`config.mk`:
```
export PLATFORM = sky130hd
export DESIGN_NAME = config_word_decode
export DESIGN_NICKNAME = d
export VERILOG_FILES = /design/src/core/config_word_pkg.sv /design/src/core/config_word_decode.sv
export SDC_FILE = /design/constraint.sdc
export NUM_CORES = 1
export LEC_CHECK = 0
export ABC_AREA = 1
export BUFFER_PORTS_ARGS = -buffer_cell sky130_fd_sc_hd__buf_2
export CORE_ASPECT_RATIO = 0.7
export CORE_MARGIN = 2
export CORE_UTILIZATION = 34
export DETAILED_ROUTE_END_ITERATION = 8
export SYNTH_ARGS = -nofsm -noshare
export SYNTH_HDL_FRONTEND = slang
export SYNTH_SLANG_ARGS = --single-unit
export TNS_END_PERCENT = 30
```
`constraint.sdc`:
```
create_clock -name i_clock -period 1.9 [get_ports i_clock]
set_input_delay 0.19 -clock i_clock [delete_from_list [all_inputs] [get_ports i_clock]]
set_output_delay 0.19 -clock i_clock [all_outputs]
set_load 0.005 [all_outputs]
```
`src/core/config_word_pkg.sv`:
```
// Package with configuration word layout, decode types and timing constants.
package config_word_pkg;

  localparam int unsigned CFG_W            = 14;
  localparam logic [13:0] CFG_WORD_ADDR    = 14'h2007;
  localparam logic [13:0] CAL_WORD_ADDR    = 14'h2008;
  localparam logic [13:0] CFG_SPACE_LO     = 14'h2000;
  localparam logic [13:0] CFG_ERASED       = 14'h3FFF;

  localparam int unsigned FOSC_LSB         = 0;
  localparam int unsigned WATCHDOG_ENABLE_BIT         = 3;
  localparam int unsigned POWER_UP_DELAY_ENABLE_BIT        = 4;
  localparam int unsigned EXT_RESET_PIN_SELECT_BIT        = 5;
  localparam int unsigned CP_BIT           = 6;
  localparam int unsigned INT_OSC_FREQ_SELECT_BIT       = 7;
  localparam int unsigned BORSEL_LSB       = 8;
  localparam int unsigned WRT_LSB          = 10;
  localparam logic [3:0]  UNUSED_HI_STD    = 4'hF;
  localparam logic [1:0]  UNUSED_HI_SW     = 2'h3;

  localparam logic [1:0]  BOR_ALWAYS       = 2'h3;
  localparam logic [1:0]  BOR_RUN_ONLY     = 2'h2;

  localparam logic [1:0]  WRT_NONE         = 2'h3;
  localparam logic [1:0]  WRT_TO_1FF       = 2'h2;
  localparam logic [1:0]  WRT_TO_3FF       = 2'h1;
  localparam logic [10:0] WRT_LIM_1FF      = 11'h1FF;
  localparam logic [10:0] WRT_LIM_3FF      = 11'h3FF;
  localparam logic [10:0] WRT_LIM_7FF      = 11'h7FF;

  localparam int unsigned CLK_MHZ          = 125;
  localparam int unsigned POWER_UP_DELAY_TIMER_MS          = 64;
  localparam int unsigned POWER_UP_DELAY_TIMER_CYCLES      = POWER_UP_DELAY_TIMER_MS * 1000 * CLK_MHZ;
  localparam int unsigned OST_PERIODS      = 1024;

  typedef enum logic [2:0] {
    OSC_LP_XTAL   = 3'h0,
    OSC_STD_XTAL  = 3'h1,
    OSC_HS_XTAL   = 3'h2,
    OSC_EXT_CLK   = 3'h3,
    OSC_INT_IO    = 3'h4,
    OSC_INT_CLKO  = 3'h5,
    OSC_RC_IO     = 3'h6,
    OSC_RC_CLKO   = 3'h7
  } osc_mode_t;

  typedef struct packed {
    osc_mode_t   osc_mode;
    logic        crystal_mode;
    logic        clock_output_pin_en;
    logic        int_osc_8mhz;
    logic        watchdog_enable;
    logic        power_up_delay_en;
    logic        ext_reset_pin_en;
    logic        weak_pullup_en;
    logic        code_protect_en;
    logic        brownout_run_en;
    logic        brownout_sleep_en;
    logic [10:0] write_protect_limit;
    logic        write_protect_any;
  } cfg_decoded_t;

  typedef enum logic [2:0] {
    ST_POR   = 3'b000,
    ST_POWER_UP_DELAY_TIMER  = 3'b001,
    ST_OST   = 3'b011,
    ST_RUN   = 3'b010,
    ST_BOR   = 3'b110
  } rst_state_t;

endpackage : config_word_pkg

```
`src/core/config_word_decode.sv`:
```
// Configuration word decoder with power-up and start-up reset sequencing.
// Functional notes
// - Power-up delay holds reset 64 ms after power-up.
// - Start-up timer holds reset until crystal stable.
// - Brown-out resets; may stretch with power-up delay.
// - Sleep exits on external reset, watchdog, interrupt.
// - Programmed bit reads zero, unprogrammed reads one.
// - Configuration word at 2007h, programmer-only access.
// - Unused upper configuration bits always read one.
// - Brown-out select: 11 always, 10 run, 0x off.
// - Frequency select bit: set 8 MHz, clear 4 MHz.
// - Bit 6 cleared enables code protection.
// - Protection turned off erases whole program memory.
// - Reset-pin bit set makes pin active-low reset.
// - Self-write variant: reset pin gets weak pull-up.
// - Bit 4 cleared enables power-up delay timer.
// - Watchdog enable bit set turns watchdog on.
// - Three-bit oscillator field selects eight clock modes.
// - Brown-out enable never enables power-up delay.
// - Reset pin asserted stops internal or RC oscillator.
// - Write-protect field limits self-write ranges.
// - Calibration word at 2008h survives bulk erase.
// - Power-up delay runs first, then start-up timer.
// - Brown-out during delay restarts full 64 ms delay.
`timescale 1ns/100ps
`default_nettype none

module config_word_decode #(
  parameter bit          SELF_WRITE  = 1'b0,
  parameter int unsigned POWER_UP_DELAY_TIMER_CYCLES = config_word_pkg::POWER_UP_DELAY_TIMER_CYCLES
) (
  input  wire logic                          i_clock,
  input  wire logic                          i_rst_n,
  // Programmer port into configuration space.
  input  wire logic                          i_prog_mode,
  input  wire logic                          i_prog_wr,
  input  wire logic                          i_prog_bulk_erase,
  input  wire logic [13:0]                   i_prog_addr,
  input  wire logic [13:0]                   i_prog_wdata,
  output logic      [13:0]                   o_prog_rdata,
  // Analog and pin events, asynchronous to i_clock.
  input  wire logic                          i_brownout_n,
  input  wire logic                          i_master_clear_pin,
  input  wire logic                          i_osc_tick,
  input  wire logic                          i_sleeping,
  input  wire logic                          i_wdt_wake,
  input  wire logic                          i_irq_wake,
  output config_word_pkg::cfg_decoded_t      o_cfg,
  output logic                               o_core_reset,
  output logic                               o_sleep_exit,
  output logic                               o_osc_stop,
  output logic                               o_prog_mem_erase,
  output logic                               o_prog_mem_read_block
);

  localparam int unsigned CNT_W = 32;

  // Nonvolatile words; i_rst_n, which only models power-on, loads them with the erased value.
  logic [13:0] config_word_q;
  logic [13:0] cal_word_q;
  logic        in_cfg_space;

  // Two-flop synchronisers for every asynchronous input except i_sleeping.
  logic [4:0] meta_q;
  logic [4:0] sync_q;
  logic       bor_n_s;
  logic       master_clear_pin_s;
  logic       tick_s;
  logic       wdt_s;
  logic       irq_s;
  logic       tick_prev_q;
  logic       tick_rise;

  always_ff @(posedge i_clock or negedge i_rst_n)
  begin
    if (!i_rst_n)
    begin
      // Brown-out and pin inputs start at their idle high level, so the
      // release of reset is not mistaken for a brown-out or pin reset.
      meta_q <= 5'h03;
      sync_q <= 5'h03;
    end
    else
    begin
      meta_q <= {i_irq_wake, i_wdt_wake, i_osc_tick,
                 i_master_clear_pin, i_brownout_n};
      sync_q <= meta_q;
    end
  end

  assign bor_n_s   = sync_q[0];
  assign master_clear_pin_s    = sync_q[1];
  assign tick_s    = sync_q[2];
  assign wdt_s     = sync_q[3];
  assign irq_s     = sync_q[4];
  assign tick_rise = tick_s & ~tick_prev_q;

  always_ff @(posedge i_clock or negedge i_rst_n)
  begin
    if (!i_rst_n)
      tick_prev_q <= 1'b0;
    else
      tick_prev_q <= tick_s;
  end

  // Only the programmer reaches 2000h and up; running code has no path.
  assign in_cfg_space = i_prog_mode &&
                        (i_prog_addr >= config_word_pkg::CFG_SPACE_LO);

  // Unused bits are forced high whatever the programmer writes.
  function automatic logic [13:0] pad_unused(input logic [13:0] w);
    logic [13:0] r;
    r = w;
    if (SELF_WRITE)
      r[13:12] = config_word_pkg::UNUSED_HI_SW;
    else
      r[13:10] = config_word_pkg::UNUSED_HI_STD;
    return r;
  endfunction : pad_unused

  logic cp_release;
  // Outside bulk erase, protection turns off only when an enabled CP bit is written high.
  assign cp_release = in_cfg_space && i_prog_wr &&
                      (i_prog_addr == config_word_pkg::CFG_WORD_ADDR) &&
                      !config_word_q[config_word_pkg::CP_BIT] &&
                      i_prog_wdata[config_word_pkg::CP_BIT];

  always_ff @(posedge i_clock or negedge i_rst_n)
  begin
    if (!i_rst_n)
    begin
      config_word_q    <= config_word_pkg::CFG_ERASED;
      o_prog_mem_erase <= 1'b0;
    end
    else
    begin
      o_prog_mem_erase <= cp_release || (in_cfg_space && i_prog_bulk_erase);
      if (in_cfg_space && i_prog_bulk_erase)
        config_word_q <= config_word_pkg::CFG_ERASED;
      else if (in_cfg_space && i_prog_wr &&
               i_prog_addr == config_word_pkg::CFG_WORD_ADDR)
        config_word_q <= pad_unused(i_prog_wdata);
    end
  end

  // Calibration fuses ignore bulk erase; only a direct write changes them.
  always_ff @(posedge i_clock or negedge i_rst_n)
  begin
    if (!i_rst_n)
      cal_word_q <= config_word_pkg::CFG_ERASED;
    else if (in_cfg_space && i_prog_wr && !i_prog_bulk_erase &&
             i_prog_addr == config_word_pkg::CAL_WORD_ADDR)
      cal_word_q <= i_prog_wdata;
  end

  always_ff @(posedge i_clock or negedge i_rst_n)
  begin
    if (!i_rst_n)
      o_prog_rdata <= 14'h0000;
    else if (!in_cfg_space)
      o_prog_rdata <= 14'h0000;
    else if (i_prog_addr == config_word_pkg::CFG_WORD_ADDR)
      o_prog_rdata <= pad_unused(config_word_q);
    else if (i_prog_addr == config_word_pkg::CAL_WORD_ADDR)
      o_prog_rdata <= cal_word_q;
    else
      o_prog_rdata <= 14'h0000;
  end

  // Decode of the stored word, captured only while the core is in reset.
  function automatic config_word_pkg::cfg_decoded_t decode(
    input logic [13:0] w);
    config_word_pkg::cfg_decoded_t d;
    logic [1:0] bsel;
    logic [1:0] wrt;
    d = '0;
    bsel = w[config_word_pkg::BORSEL_LSB +: 2];
    wrt  = w[config_word_pkg::WRT_LSB +: 2];
    d.osc_mode = config_word_pkg::osc_mode_t'(
      w[config_word_pkg::FOSC_LSB +: 3]);
    d.crystal_mode = (d.osc_mode == config_word_pkg::OSC_LP_XTAL) ||
                     (d.osc_mode == config_word_pkg::OSC_STD_XTAL) ||
                     (d.osc_mode == config_word_pkg::OSC_HS_XTAL);
    d.clock_output_pin_en = (d.osc_mode == config_word_pkg::OSC_INT_CLKO) ||
                  (d.osc_mode == config_word_pkg::OSC_RC_CLKO);
    d.int_osc_8mhz = w[config_word_pkg::INT_OSC_FREQ_SELECT_BIT];
    d.watchdog_enable = w[config_word_pkg::WATCHDOG_ENABLE_BIT];
    d.power_up_delay_en = !w[config_word_pkg::POWER_UP_DELAY_ENABLE_BIT];
    d.ext_reset_pin_en = w[config_word_pkg::EXT_RESET_PIN_SELECT_BIT];
    d.weak_pullup_en = SELF_WRITE && w[config_word_pkg::EXT_RESET_PIN_SELECT_BIT];
    d.code_protect_en = !w[config_word_pkg::CP_BIT];
    d.brownout_run_en = bsel[1];
    d.brownout_sleep_en = (bsel == config_word_pkg::BOR_ALWAYS);
    if (!SELF_WRITE || wrt == config_word_pkg::WRT_NONE)
    begin
      d.write_protect_any   = 1'b0;
      d.write_protect_limit = 11'h000;
    end
    else
    begin
      d.write_protect_any = 1'b1;
      case (wrt)
        config_word_pkg::WRT_TO_1FF:
          d.write_protect_limit = config_word_pkg::WRT_LIM_1FF;
        config_word_pkg::WRT_TO_3FF:
          d.write_protect_limit = config_word_pkg::WRT_LIM_3FF;
        default:
          d.write_protect_limit = config_word_pkg::WRT_LIM_7FF;
      endcase
    end
    return d;
  endfunction : decode

  // Reset sequencer.
  config_word_pkg::rst_state_t state_q;
  config_word_pkg::rst_state_t state_d;
  logic [CNT_W-1:0]            power_up_delay_timer_cnt_q;
  logic [10:0]                 ost_cnt_q;
  logic                        bor_active;
  logic                        ext_reset;
  logic                        power_up_delay_timer_done;
  logic                        ost_done;

  assign bor_active = !bor_n_s &&
    (i_sleeping ? o_cfg.brownout_sleep_en : o_cfg.brownout_run_en);
  // With the pin function off the internal reset stays inactive.
  assign ext_reset = o_cfg.ext_reset_pin_en && !master_clear_pin_s;
  assign power_up_delay_timer_done = !o_cfg.power_up_delay_en ||
                     (power_up_delay_timer_cnt_q == CNT_W'(POWER_UP_DELAY_TIMER_CYCLES - 1));
  assign ost_done  = !o_cfg.crystal_mode ||
                     (ost_cnt_q == 11'(config_word_pkg::OST_PERIODS));

  always_comb
  begin
    state_d = state_q;
    case (state_q)
      config_word_pkg::ST_POR:
        state_d = config_word_pkg::ST_POWER_UP_DELAY_TIMER;
      config_word_pkg::ST_POWER_UP_DELAY_TIMER:
        if (bor_active)
          state_d = config_word_pkg::ST_BOR;
        else if (power_up_delay_timer_done)
          state_d = config_word_pkg::ST_OST;
      config_word_pkg::ST_OST:
        if (bor_active)
          state_d = config_word_pkg::ST_BOR;
        else if (ost_done)
          state_d = config_word_pkg::ST_RUN;
      config_word_pkg::ST_RUN:
        if (bor_active)
          state_d = config_word_pkg::ST_BOR;
      config_word_pkg::ST_BOR:
        if (!bor_active)
          state_d = config_word_pkg::ST_POWER_UP_DELAY_TIMER;
      default:
        state_d = config_word_pkg::ST_POR;
    endcase
  end

  always_ff @(posedge i_clock or negedge i_rst_n)
  begin
    if (!i_rst_n)
      state_q <= config_word_pkg::ST_POR;
    else
      state_q <= state_d;
  end

  // The delay counter restarts from zero on every entry to the delay.
  always_ff @(posedge i_clock or negedge i_rst_n)
  begin
    if (!i_rst_n)
      power_up_delay_timer_cnt_q <= '0;
    else if (state_q != config_word_pkg::ST_POWER_UP_DELAY_TIMER)
      power_up_delay_timer_cnt_q <= '0;
    else if (!power_up_delay_timer_done)
      power_up_delay_timer_cnt_q <= power_up_delay_timer_cnt_q + CNT_W'(1);
  end

  // Start-up timer counts oscillator edges, not system clocks.
  always_ff @(posedge i_clock or negedge i_rst_n)
  begin
    if (!i_rst_n)
      ost_cnt_q <= 11'h000;
    else if (state_q != config_word_pkg::ST_OST)
      ost_cnt_q <= 11'h000;
    else if (tick_rise && !ost_done)
      ost_cnt_q <= ost_cnt_q + 11'h001;
  end

  // Options latch only in the power-on and brown-out states so a programmer write mid-run
  // cannot change the running configuration.
  always_ff @(posedge i_clock or negedge i_rst_n)
  begin
    if (!i_rst_n)
      o_cfg <= decode(config_word_pkg::CFG_ERASED);
    else if (state_q == config_word_pkg::ST_POR ||
             state_q == config_word_pkg::ST_BOR)
      o_cfg <= decode(config_word_q);
  end

  always_ff @(posedge i_clock or negedge i_rst_n)
  begin
    if (!i_rst_n)
    begin
      o_core_reset          <= 1'b1;
      o_sleep_exit          <= 1'b0;
      o_osc_stop            <= 1'b0;
      o_prog_mem_read_block <= 1'b0;
    end
    else
    begin
      o_core_reset <= (state_q != config_word_pkg::ST_RUN) || ext_reset;
      o_sleep_exit <= i_sleeping && (ext_reset || wdt_s || irq_s);
      o_osc_stop <= ext_reset && !o_cfg.crystal_mode &&
                    o_cfg.osc_mode != config_word_pkg::OSC_EXT_CLK;
      o_prog_mem_read_block <= o_cfg.code_protect_en;
    end
  end

endmodule : config_word_decode

`default_nettype wire

```
Word level (Yosys, flattened, before mapping)
Index checks and enable logic that the tools add are counted.
{"block": "totals", "reg_bits": 112, "inputBits": 39, "wordCells": 105}
{"block": "op_classes", "magnitude_cmp": 1, "bitwise_logic": 2, "n_reduce_logical": 37, "n_mux": 17, "n_addsub": 2, "eq_ne": 22}
{"op": "$mux W32", "n": 2}
{"op": "$mux W14", "n": 3}
{"op": "$add A32 B1 Y32 const B", "n": 1}
{"op": "$eq A32 B23 Y1 const B", "n": 1}
{"op": "$eq A14 B14 Y1 const B", "n": 2}
{"op": "$mux W11", "n": 2}
{"op": "$mux W10", "n": 2}
{"op": "$mux W3", "n": 6}
{"op": "$pmux W3 S5", "n": 1}
{"op": "$ge A14 B14 Y1 const B", "n": 1}
{"op": "$logic_and A1 B1 Y1", "n": 14}
{"op": "$add A11 B1 Y11 const B", "n": 1}
{"op": "$eq A11 B11 Y1 const B", "n": 1}
{"op": "$logic_or A1 B1 Y1", "n": 10}
{"op": "$eq A3 B2 Y1 const B", "n": 3}
{"op": "$eq A3 B3 Y1 const B", "n": 3}
{"op": "$ne A3 B2 Y1 const B", "n": 3}
{"op": "$logic_not A1 Y1", "n": 8}
{"op": "$eq A3 B1 Y1 const B", "n": 2}
{"op": "$logic_not A3 Y1", "n": 2}
{"op": "$ne A3 B3 Y1 const B", "n": 2}
{"op": "$ne A2 B2 Y1 const B", "n": 2}
{"op": "$reduce_and A4 Y1", "n": 1}
{"op": "$reduce_bool A2 Y1", "n": 2}
{"op": "other kinds (6)", "n": 6}

Logic depth before layout (Yosys ltp)
{"block": "depth", "ltp_word": 7, "mapped_depth": 12, "mapped_depth_nobuf": 11}

Worst setup path after synthesis
No wires, ideal clock.
{"block": "synth_timing", "path_kind": "register to register", "startpoint": "register power_up_delay_timer_cnt_q[0]", "endpoint": "register power_up_delay_timer_cnt_q[0]", "setup_time_ps": 76, "t_required_ps": 1824, "synth_period_minus_slack_ps": 1645, "path_slack_ps": 255, "stages_incl_launch_ff": 12, "arrival_ps": 1569, "cell_sequence": "dfrtp_1 ha_1 inv_1 nor2_8 nand2_4 inv_2 nand2_1 nor2_1 nor2_2 buf_2 nand3_1 o21ai_1"}
{"block": "synth_between", "elab_chain_len": 3}
{"item": "from (decl)", "line": "config_word_decode.sv:217", "source": "logic [CNT_W-1:0] power_up_delay_timer_cnt_q;"}
{"item": "from (signal assigned)", "line": "config_word_decode.sv:276", "source": "power_up_delay_timer_cnt_q <= power_up_delay_timer_cnt_q + CNT_W'(1);"}
{"item": "$add A32 B1 Y32 / $eq A32 B23 Y1 (equally long branches)", "line": "config_word_decode.sv:276, config_word_decode.sv:229"}
{"item": "$mux W32 / $logic_or A1 B1 Y1 (equally long branches)", "line": "config_word_decode.sv:275, config_word_decode.sv:228"}
{"item": "$mux W32 / $ne A2 B1 Y1 (equally long branches)"}
Parallel ways exist; a longest one is shown, timed or not. The select of a mux whose other input is x is not followed.
A chain may end at the register's enable or synchronous reset.

Worst setup path after layout
{"block": "layout_timing", "startpoint": "register power_up_delay_timer_cnt_q[0]", "endpoint": "register power_up_delay_timer_cnt_q[23]"}
Same word-level chain as after synthesis.

==> key figures <==
Layout
  • Final Util: 0.425
  • Fin nets: 964
  • Area delta synth->final: 22.2%
  • Ant. Diodes: 0
  • Share of cells above drive strength 1: 0.217

GRT
  • Vias in the first global route: 5062
  • Initial antenna violation count: 0
  • Grt ovf: 0
  • Total global-route track usage: 0.178
  • Maximum number of pins on one net before global-route repair: 44
  • First-pass GRT wire length: 26400 µm

Power
  • Pleak: 3.59 nW
  • PD cells: 839 nW/µm²
  • Peak supply drop: 0.673 mV
  • PnR Total Power: 0.00614 W

Worst setup path
  • Worst EP required: 2.19 ns
  • Max incr delay on CP: 0.48 ns
  • Worst Path Arrival: 2.05 ns
  • CP Launch Type: flop
  • Crit. End Element: flop
  • Buf/Inv on CP: 2
  • Worst reg2reg startpoint: power_up_delay_timer_cnt_q[0]
  • Crit-path leading delay family: simple AND/OR/NAND/NOR gates
  • CP cell instances: ha_2, inv_4, nor2_8, nand2_4, inv_2, nand2_1, nor2_1, nor2_4, nand4_1, nand2_1
  • CP startpoint: power_up_delay_timer_cnt_q[0]
  • Setup CP Type: reg2reg
  • Worst-path maximum fanout: 24
  • Critical path's slowest cell: nor2_4
  • Most common cell on crit path: nand2_1

STA
  • Relative slew slack: 0.587
  • Max Clk Rate: 567 MHz
  • Worst hold slack: 0.0378 ns
  • Final setup viols: 0
  • Clock skew: 0.0114 ns
  • Hold Fails Final Rpt: 0
  • Max-slew violations: 0
  • Minimum clock period: 1.76 ns
  • Setup WS post-layout: 0.137 ns
  • RSZ-0062 raised after global routing: no
  • Final worst path period share: 0.928
  • Tightest Pin Transition: 0.618 ns

Placement
  • Place WS: -0.338 ns
  • Placer's final routability congestion estimate: 0.926
  • Port Buffers: 69
  • Post-DP HPWL: 11800 µm

Synthesis
  • Seq/Total Area, Yosys: 0.476
  • Top_reg_cell synth: dfrtp_1
  • Count leader, synth: nand2_1
  • Yosys warns: 0
  • Post-synth top cells: nand2_1 (280), nor2_1 (99), nand3_1 (88)
  • Mapped cell area: 5990 µm²
  • Cell taking the most area after synthesis: dfrtp_1
  • Post-synth EDFFs: 0
  • Register bit total from synthesis: 112
  • Synth Instances: 804
  • Syn_area_per_cell: 7.45 µm²
  • Async set or reset register ratio after synthesis: 1.00
  • Top cell type's share of synthesized area: 0.309
  • Top cells by area, synth: dfrtp_1 (31%), nand2_1 (18%), dfstp_2 (17%)
  • Number of distinct library cells after synthesis: 36

Die
  • Die height: 115 µm
  • Initial Util: 0.348
  • Die X-Extent: 163 µm
  • # IOs: 83
  • Core area: 17200 µm²
  • Rows: 40
  • Die area: 18700 µm²

Drt
  • Length of routed met2 wiring: 6110 µm
  • Routed vias: 5443
  • DRC Markers: 0
  • Starting DRT DRC Count: 481
  • Post-DR wirelength/cell: 13.6 µm
  • Met3 wire length: 895 µm
  • Uppermost layer routed: met4
  • Detail Route Antenna Nets: 0
  • Vias/cell: 4.70
  • DRT Pass-1 Iters: 5
  • Metal1 wirelength: 8440 µm
  • Drt total wl: 15700 µm

Clock network
  • Clock tree root driver cell: clkbuf_16
  • Clock latency on the worst-skew pair: 0.36 ns
  • Clk slew on worst S/H paths: 0.09 ns
  • # clock sinks: 112
  • H-tree depth: 3
  • CTS buffer count: 9
  • CTS tree: yes
  • Clock Path Buffers: 2
  • Setup Fix Bufs, Post-CTS: 0

Run
  • Number of max-cap violations: 0

Worst hold path
  • Hold Path Origin: i_prog_wdata[13]
  • Hold Crit Class: in2reg

Run status
  • Outcome: finished, final reports clean
cell type report:
class	count	area, µm²
fill	1758	9900
sequential	112	2850
multi-input combinational	596	2710
timing repair buffer	132	886
tap	231	289
inverter	71	270
clock buffer	9	225
clock inverter	7	81.3
registers in the layout (all words and copies together) (netlist names), 3 cells and up:
signal and flops:
meta_q 5, ost_cnt_q 11, sync_q 5, state_q 3
o_prog_rdata 14, cal_word_q 14, config_word_q 10, o_cfg 12
power_up_delay_timer_cnt_q 32
cell usage in the layout, fill, tap and decap left out, drive strengths merged, types with 2 or more instances in the layout:
cell type	instances
or2	2
inv	74
nor2	104
nand3b	4
nand3	88
clkinv	4
conb	13
dfstp	38
a21oi	18
dlygate4sd3	6
xnor2	2
mux2	3
clkbuf	9
o21ai	21
nand2	285
nand4	27
nor3	10
ha	3
dfrtp	74
xor2	11
buf	126
logic make-up (layout without fill, tap and decap cells):
| group | count (synthesis) | in the layout | share of synthesized area |
|---|---|---|---|
| AO/OA/AOI/OAI | 43 | 43 | 0.0376 |
| XOR/XNOR | 13 | 13 | 0.0190 |
| adder cells (fa/ha/maj) | 3 | 3 | 0.00627 |
| buffers and inverters | 108 | 219 | 0.0804 |
| flip-flops | 112 | 112 | 0.476 |
| multiplexers | 3 | 3 | 0.00564 |
| other | 1 | 13 | 0.000626 |
| AND/OR/NAND/NOR | 521 | 521 | 0.374 |
timing repair:
action / in CTS / in global routing
setup endpoints to repair: 24 / 23
resized for setup: 2 / 2
hold buffers: 6 / 0
pin swaps: 0 / 2
hold endpoints to repair: 62 / 0
tightest hold or removal path, delay by kind of cell:
family,cells,cell delay [ns]
buf+inv,1,0.10
simple gates,2,0.12
per-stage QoR:
stage	instance area (µm²)	TNS [ns]	std cells
floorplan	6030	0	816
global placement	6940	-6.26	1136
detailed placement	6940	-7.12	1136
CTS	7310	0	1158
global route	7320	0	1158
finish	7320	0	1158
routing by layer:
| metal | vias up | GRT usage |
|---|---|---|
| li1 | 2754 | - |
| met1 | 2534 | 0.282 |
| met2 | 133 | 0.246 |
| met3 | 22 | 0.0314 |
| met4 | 0 | 0.0484 |
| met5 | - | 0 |
path summary, 6_finish.rpt:
| path | end | slack [ns] | cells after the start |
|---|---|---|---|
| setup / recovery | power_up_delay_timer_cnt_q[23] | 0.14 | 10 |
| hold / removal | cal_word_q[13] | 0.04 | 3 |
| setup reg to reg | power_up_delay_timer_cnt_q[23] | 0.14 | 10 |
| hold reg to reg | sync_q[4] | 0.35 | 0 |
| max in group asynchronous | config_word_q[2] | 1.02 | 3 |
| min in group asynchronous | o_cfg[14] | 0.24 | 2 |
power by group:
group          switching (W)  internal (W)
clock                0.00105      0.000954
sequential          0.000118       0.00261
combinational       0.000920      0.000489
(Power assumes the default switching activity.)
